$ cat src/tcc_pkg.sv
`default_nettype none
package tcc_pkg;
    // ==========================================================
    // Widths
    localparam int COUNT_W = 16;
    localparam int DATA_W  = 32;
    localparam int ADR_W   = 8;

    // ==========================================================
    // Register byte offsets
    localparam logic [7:0] OFS_SNAPSHOT  = 8'h00;
    localparam logic [7:0] OFS_COMPARE_A = 8'h04;
    localparam logic [7:0] OFS_COMPARE_B = 8'h08;
    localparam logic [7:0] OFS_CAPTURE_A = 8'h0C;
    localparam logic [7:0] OFS_CAPTURE_B = 8'h10;
    localparam logic [7:0] OFS_CONTROL   = 8'h14;
    localparam logic [7:0] OFS_STATUS    = 8'h18;

    // ==========================================================
    // Field positions
    localparam int CTRL_TOGGLE_EN_BIT = 0;
    localparam int STAT_MATCH_A_BIT   = 0;
    localparam int STAT_MATCH_B_BIT   = 1;

    // ==========================================================
    // Reset values
    localparam logic [15:0] COMPARE_RST = 16'h0000;
    localparam logic [15:0] UPPER_ZERO  = 16'h0000;
    localparam logic [31:0] DATA_ZERO   = 32'h0000_0000;
endpackage
`default_nettype wire

$ cat src/tcc_regs.sv
// Contract
// - Snapshot read returns live counter, upper zero
// - Compare A: 16-bit RW, reset zero
// - Compare B: independent 16-bit RW, reset zero
// - Capture A latches counter, read-only, no reset
// - Capture B latches counter, read-only, no reset
// - Counter equals compare A sets match flag
// - Capture A load toggles output when enabled
`timescale 1ns/100ps
`default_nettype none
module tcc_regs
(
    input  wire logic                           clk_i,
    input  wire logic                           sys_rst_i,
    input  wire logic                           wb_cyc_i,
    input  wire logic                           wb_stb_i,
    input  wire logic                           wb_we_i,
    input  wire logic [tcc_pkg::ADR_W-1:0]      wb_adr_i,
    input  wire logic [3:0]                     wb_sel_i,
    input  wire logic [tcc_pkg::DATA_W-1:0]     wb_dat_i,
    output logic      [tcc_pkg::DATA_W-1:0]     wb_dat_o,
    output logic                                wb_ack_o,
    input  wire logic [tcc_pkg::COUNT_W-1:0]    count_i,
    input  wire logic                           capture_a_i,
    input  wire logic                           capture_b_i,
    output logic      [tcc_pkg::COUNT_W-1:0]    compare_value_a_o,
    output logic      [tcc_pkg::COUNT_W-1:0]    compare_value_b_o,
    output logic                                match_flag_a_o,
    output logic                                match_flag_b_o,
    output logic                                timer_output_flipflop_o
);
    import tcc_pkg::*;

    // ==========================================================
    // Helpers
    // Upper lanes dropped: the compare registers are 16 bits
    function automatic logic [15:0] merge16(input logic [15:0] old_v,
                                            input logic [31:0] wdat,
                                            input logic [3:0]  sel);
        merge16 = old_v;
        if (sel[0])
        begin
            merge16[7:0] = wdat[7:0];
        end
        if (sel[1])
        begin
            merge16[15:8] = wdat[15:8];
        end
    endfunction

    function automatic logic [31:0] zext16(input logic [15:0] v);
        zext16 = {UPPER_ZERO, v};
    endfunction

    // ==========================================================
    // Bus decode
    logic                 req;
    logic                 commit;
    logic                 ack_r;
    logic                 ack_nxt;
    logic [DATA_W-1:0]    dat_r;
    logic [DATA_W-1:0]    dat_nxt;
    logic [COUNT_W-1:0]   cmp_a_r;
    logic [COUNT_W-1:0]   cmp_a_nxt;
    logic [COUNT_W-1:0]   cmp_b_r;
    logic [COUNT_W-1:0]   cmp_b_nxt;
    logic                 tog_en_r;
    logic                 tog_en_nxt;
    logic                 flag_a_r;
    logic                 flag_a_nxt;
    logic                 flag_b_r;
    logic                 flag_b_nxt;
    logic                 tff_r;
    logic                 tff_nxt;
    logic [COUNT_W-1:0]   cap_a_r;
    logic [COUNT_W-1:0]   cap_a_nxt;
    logic [COUNT_W-1:0]   cap_b_r;
    logic [COUNT_W-1:0]   cap_b_nxt;

    // Request taken on first cycle; write and read clear commit on ack edge
    assign req    = wb_cyc_i && wb_stb_i && !ack_r;
    assign commit = wb_cyc_i && wb_stb_i && ack_r;

    // ==========================================================
    // Bus answer and read mux
    always_comb
    begin
        ack_nxt = req;
        dat_nxt = dat_r;
        // Snapshot is the count at the request edge, not the ack edge
        if (req && !wb_we_i)
        begin
            case (wb_adr_i)
                OFS_SNAPSHOT:  dat_nxt = zext16(count_i);
                OFS_COMPARE_A: dat_nxt = zext16(cmp_a_r);
                OFS_COMPARE_B: dat_nxt = zext16(cmp_b_r);
                OFS_CAPTURE_A: dat_nxt = zext16(cap_a_r);
                OFS_CAPTURE_B: dat_nxt = zext16(cap_b_r);
                OFS_CONTROL:   dat_nxt = {31'h0000_0000, tog_en_r};
                OFS_STATUS:    dat_nxt = {30'h0000_0000, flag_b_r, flag_a_r};
                default:       dat_nxt = DATA_ZERO;
            endcase
        end
    end

    always_ff @(posedge clk_i or posedge sys_rst_i)
    begin
        if (sys_rst_i)
        begin
            ack_r <= 1'b0;
            dat_r <= DATA_ZERO;
        end
        else
        begin
            ack_r <= ack_nxt;
            dat_r <= dat_nxt;
        end
    end

    // ==========================================================
    // Software-written state
    always_comb
    begin
        cmp_a_nxt  = cmp_a_r;
        cmp_b_nxt  = cmp_b_r;
        tog_en_nxt = tog_en_r;
        if (commit && wb_we_i)
        begin
            case (wb_adr_i)
                OFS_COMPARE_A: cmp_a_nxt = merge16(cmp_a_r, wb_dat_i, wb_sel_i);
                OFS_COMPARE_B: cmp_b_nxt = merge16(cmp_b_r, wb_dat_i, wb_sel_i);
                OFS_CONTROL:
                begin
                    if (wb_sel_i[0])
                    begin
                        tog_en_nxt = wb_dat_i[CTRL_TOGGLE_EN_BIT];
                    end
                end
                default:
                begin
                    cmp_a_nxt = cmp_a_r;
                end
            endcase
        end
    end

    always_ff @(posedge clk_i or posedge sys_rst_i)
    begin
        if (sys_rst_i)
        begin
            cmp_a_r  <= COMPARE_RST;
            cmp_b_r  <= COMPARE_RST;
            tog_en_r <= 1'b0;
        end
        else
        begin
            cmp_a_r  <= cmp_a_nxt;
            cmp_b_r  <= cmp_b_nxt;
            tog_en_r <= tog_en_nxt;
        end
    end

    // ==========================================================
    // Match flags and output flip-flop
    // Set beats the read-clear so a match in the clearing cycle survives
    always_comb
    begin
        logic clr;
        clr = commit && !wb_we_i && (wb_adr_i == OFS_STATUS);
        flag_a_nxt = (count_i == cmp_a_r) || (flag_a_r && !clr);
        flag_b_nxt = (count_i == cmp_b_r) || (flag_b_r && !clr);
        tff_nxt    = tff_r ^ (capture_a_i && tog_en_r);
    end

    always_ff @(posedge clk_i or posedge sys_rst_i)
    begin
        if (sys_rst_i)
        begin
            flag_a_r <= 1'b0;
            flag_b_r <= 1'b0;
            tff_r    <= 1'b0;
        end
        else
        begin
            flag_a_r <= flag_a_nxt;
            flag_b_r <= flag_b_nxt;
            tff_r    <= tff_nxt;
        end
    end

    // ==========================================================
    // Capture storage
    // No reset: contents are undefined until the first capture
    always_comb
    begin
        cap_a_nxt = capture_a_i ? count_i : cap_a_r;
        cap_b_nxt = capture_b_i ? count_i : cap_b_r;
    end

    always_ff @(posedge clk_i)
    begin
        cap_a_r <= cap_a_nxt;
        cap_b_r <= cap_b_nxt;
    end

    // ==========================================================
    // Outputs
    assign wb_ack_o                = ack_r;
    assign wb_dat_o                = dat_r;
    assign compare_value_a_o       = cmp_a_r;
    assign compare_value_b_o       = cmp_b_r;
    assign match_flag_a_o          = flag_a_r;
    assign match_flag_b_o          = flag_b_r;
    assign timer_output_flipflop_o = tff_r;
endmodule
`default_nettype wire

$ cat config.mk
export PLATFORM = sky130hd
export DESIGN_NAME = tcc_regs
export DESIGN_NICKNAME = d
export VERILOG_FILES = /design/src/tcc_pkg.sv /design/src/tcc_regs.sv
export SDC_FILE = /design/constraint.sdc
export NUM_CORES = 1
export LEC_CHECK = 0
export BUFFER_PORTS_ARGS = -buffer_cell sky130_fd_sc_hd__buf_2
export CAP_MARGIN = 10
export CORE_AREA = 10 10 108 110
export DETAILED_ROUTE_END_ITERATION = 12
export DIE_AREA = 0 0 118 120
export PLACE_DENSITY = 0.87
export SLEW_MARGIN = 20
export SYNTH_ARGS = -nofsm -noshare
export SYNTH_HDL_FRONTEND = slang
export SYNTH_SLANG_ARGS = --single-unit
$ cat constraint.sdc
create_clock -name clk_i -period 1.6 [get_ports clk_i]
set_input_delay 0.16 -clock clk_i [delete_from_list [all_inputs] [get_ports clk_i]]
set_output_delay 0.16 -clock clk_i [all_outputs]
set_load 0.1 [all_outputs]
==> impl_metrics.toml <==
[outcome]
outcome = "finished, violations left"
violations = "negative setup slack"

[cts]
cts.sinks = 85
clockBufferDepth = 2
clock_latency_ps = 370
numCtsBuffers = 9
cts-root-buf = "clkbuf_8"
clk_pin_slew_ps = 90
cts_tree = "built"
htree_levels = 3

[route]
drt_iter0_drc = 240
via_per_inst = 5.44
drc_errors = 0
postRouteAntennaNets = 0
drt_first_pass_iters = 4
wl_per_cell_um = 20.1
drt-total-wl_um = 11700
dr_total_vias = 3158

[global_routing]
antenna_found_initial = 0
gr-total-overflow = 0
grt_pass1_vias = 3310
grt_max_degree = 37
grt_pass1_wl_um = 18600
grtUsageTotal_pct = 16.4

[timing]
fin_crit_ps = 1660
finalSetupViolCount = 24
slew-limit-headroom_pct = 64.8
rsz0062_at_grt = "yes"
drv_slew = 0
hold_viol = 0
fin_crit_sh_pct = 104
holdWs_ps = 22.7
tightestPinTransition_ps = 532
max_freq_mhz = 602
fin_worst_skew_ps = 13.4
finalWorstSetupSlack_ps = -60.2

[synthesis]
ys_seq_elements = 85
yosysSeqAreaShare_pct = 53.1
muxShareOfSynthArea_pct = 15.7
synth_cell_type_count = 37
yosys.area_share.simple_pct = 6.86
synth-main-ff-cell = "dfrtp_1"
synth_edf_count = 32
synth_top_family_by_area = "multiplexers"
synthAdderAreaFrac_pct = 0
avgSynthCellArea_um2 = 12.8
netlist_area_um2 = 4300
synthCells = 337
synth_compound_area_share_pct = 11.7
synth_xor_xnor_area_share_pct = 6.72
ys_warn_count = 0
async_flop_share_pct = 62.4

[worst_setup_path]
critPathMaxStageDelay_ps = 370
ff2ff_setup_slack_ps = -60
worst-path-buf-inv = 1
regToRegStartpoint = "wb_ack_o"
worstPathMaxFanout = 8
path_cells = "nand4_1 > nor4_4 > and4b_2 > buf_12 > mux2_4"
reg2reg_depth = 5
start_kind = "flip-flop"
r2r_end = "compare_value_a_o[14]"
critPathSlowestCell = "dfrtp_2"
crit_arrival_ps = 1900
cp.required_ps = 1840
path_delay_family = "simple AND/OR/NAND/NOR gates"
critPathKind = "reg2reg"
end_kind = "flip-flop"

[power]
p_leak_nw = 2.43
power_density_nw_per_um2 = 837
ir_drop_v = 0.000372

[finish]
num_antenna_cells = 0
area_delta_synth_final_pct = 21.9
drive_above_1_share_pct = 44.9
fill_cells = 800
final_area_um2 = 5250
num-nets-final = 510

[job]
maxCapViolations = 0

[die]
std_cell_rows = 36
die_w_um = 118
pin_count = 135
die_y_um = 120
core_um2 = 9550
dieArea_um2 = 14200
start_util_pct = 45.1

[placed_design]
routabilityCongestion = 0.882
placed_cell_area_um2 = 5020
portBuffers = 100
hpwlAfterDp_um = 9110

[min_path]
hp-class = "in2reg"
holdPathStages = 3
min_from = "wb_stb_i"
min_delay_worst_endpoint = "wb_ack_o"
## final cells by class
cell class	count	area, um^2	share of cell area (%)
Multi-Input combinational cell	227	1860	35.4
Timing Repair Buffer	118	726	13.8
Tap cell	133	166	3.17
Clock buffer	10	138	2.62
Inverter	2	7.51	0.143
Sequential cell	85	2310	44.1
Clock inverter	6	38.8	0.739
## cell usage in the layout, fill, tap and decap left out, drive strengths merged, types with 2 or more instances in the layout
cell type and count:
clkinv 4, o21ai 3, mux2i 17, nand4 6
o31ai 14, xor2 16, mux4 2, edfxtp 32
a211oi 28, and4b 3, a32o 2, dfrtp 53
nor3 3, clkinvlp 2, xnor2 17, clkbuf 10
inv 2, nand2 20, buf 117, nor2 4
a21oi 29, nand3 2, mux2 33, conb 16
nor4 5
## registers in the layout (all words and copies together), names as in the netlist
name,flops
cap_a_r,16
cap_b_r,16
compare_value_a_o,16
compare_value_b_o,16
match_flag_a_o,1
match_flag_b_o,1
timer_output_flipflop_o,1
tog_en_r,1
wb_ack_o,1
wb_dat_o,16
## worst min-delay path, cell delays in order
cell and delay (ps):
buf_2 120, nand2_1 50, nor2_1 30
## where the power goes
group	internal [mW]	switching, mW
combinational	0.166	0.473
clock	0.600	0.788
sequential	2.34	0.0232
## per-stage QoR
stage	power [mW]	setup TNS, ps	instances	setup slack, ps	util [%]
floorplan	2.86	-9820	352	-331	-
global placement	3.02	-6090	563	-240	52.6
detailed placement	3.04	-6990	563	-278	52.6
CTS	4.39	-1420	580	-82.7	54.5
global route	4.52	-2570	581	-130	55.0
finish	4.39	-904	581	-60.2	55.0
## worst max path at each step
| stage | from | end | slack, ps | cells after the start |
|---|---|---|---|---|
| floorplan | wb_ack_o | compare_value_b_o[5] | -330 | 5 |
| global placement | wb_adr_i[5] | compare_value_b_o[4] | -240 | 6 |
| detailed placement | wb_adr_i[5] | compare_value_a_o[14] | -280 | 6 |
| CTS | wb_ack_o | compare_value_a_o[14] | -80 | 5 |
| global route | wb_ack_o | compare_value_a_o[14] | -130 | 5 |
| finish | wb_ack_o | compare_value_a_o[14] | -60 | 5 |
## Yosys cell counts (4+ instances only)
cell type,n,share of area [%]
dfrtp_1,53,31
buf_2,8,0.93
nand4_1,6,0.87
xnor2_1,17,3.5
edfxtp_1,32,22
a21oi_1,29,3.4
mux2_2,9,2.4
nor2_1,4,0.35
a211oi_1,28,4.9
nor4_1,4,0.58
buf_6,4,1.0
mux2_4,24,8.4
mux2i_1,17,4.0
nand2_1,19,1.7
buf_4,16,2.8
xor2_1,16,3.3
o31ai_1,14,2.4
clkbuf_1,8,0.70
## kinds of logic after synthesis
family	after synthesis
AOI/OAI and AO/OA	77
xor gates and xnor gates	33
buffers and inverters	40
DFF	85
muxes	52
other	1
and+or+nand+nor	49
## per-layer routing
| layer | global-route usage, % | share of wire [%] | wire length (um) |
|---|---|---|---|
| met1 | 19.8 | 40 | 4720 |
| met4 | 6.18 | 2.5 | 291 |
| met5 | 0 | 0 | 0 |
| met3 | 5.44 | 8.3 | 966 |
| met2 | 26.7 | 49 | 5710 |
## repair_timing
item,in CTS,in global routing
hold buffers,1,0
endpoints found under the setup margin,24,32
cloned,0,0
buffers inserted,0,1
hold endpoints to repair,18,0
pin swaps,2,2
gates resized for setup,1,7
Power figures use the tool's default switching activity.
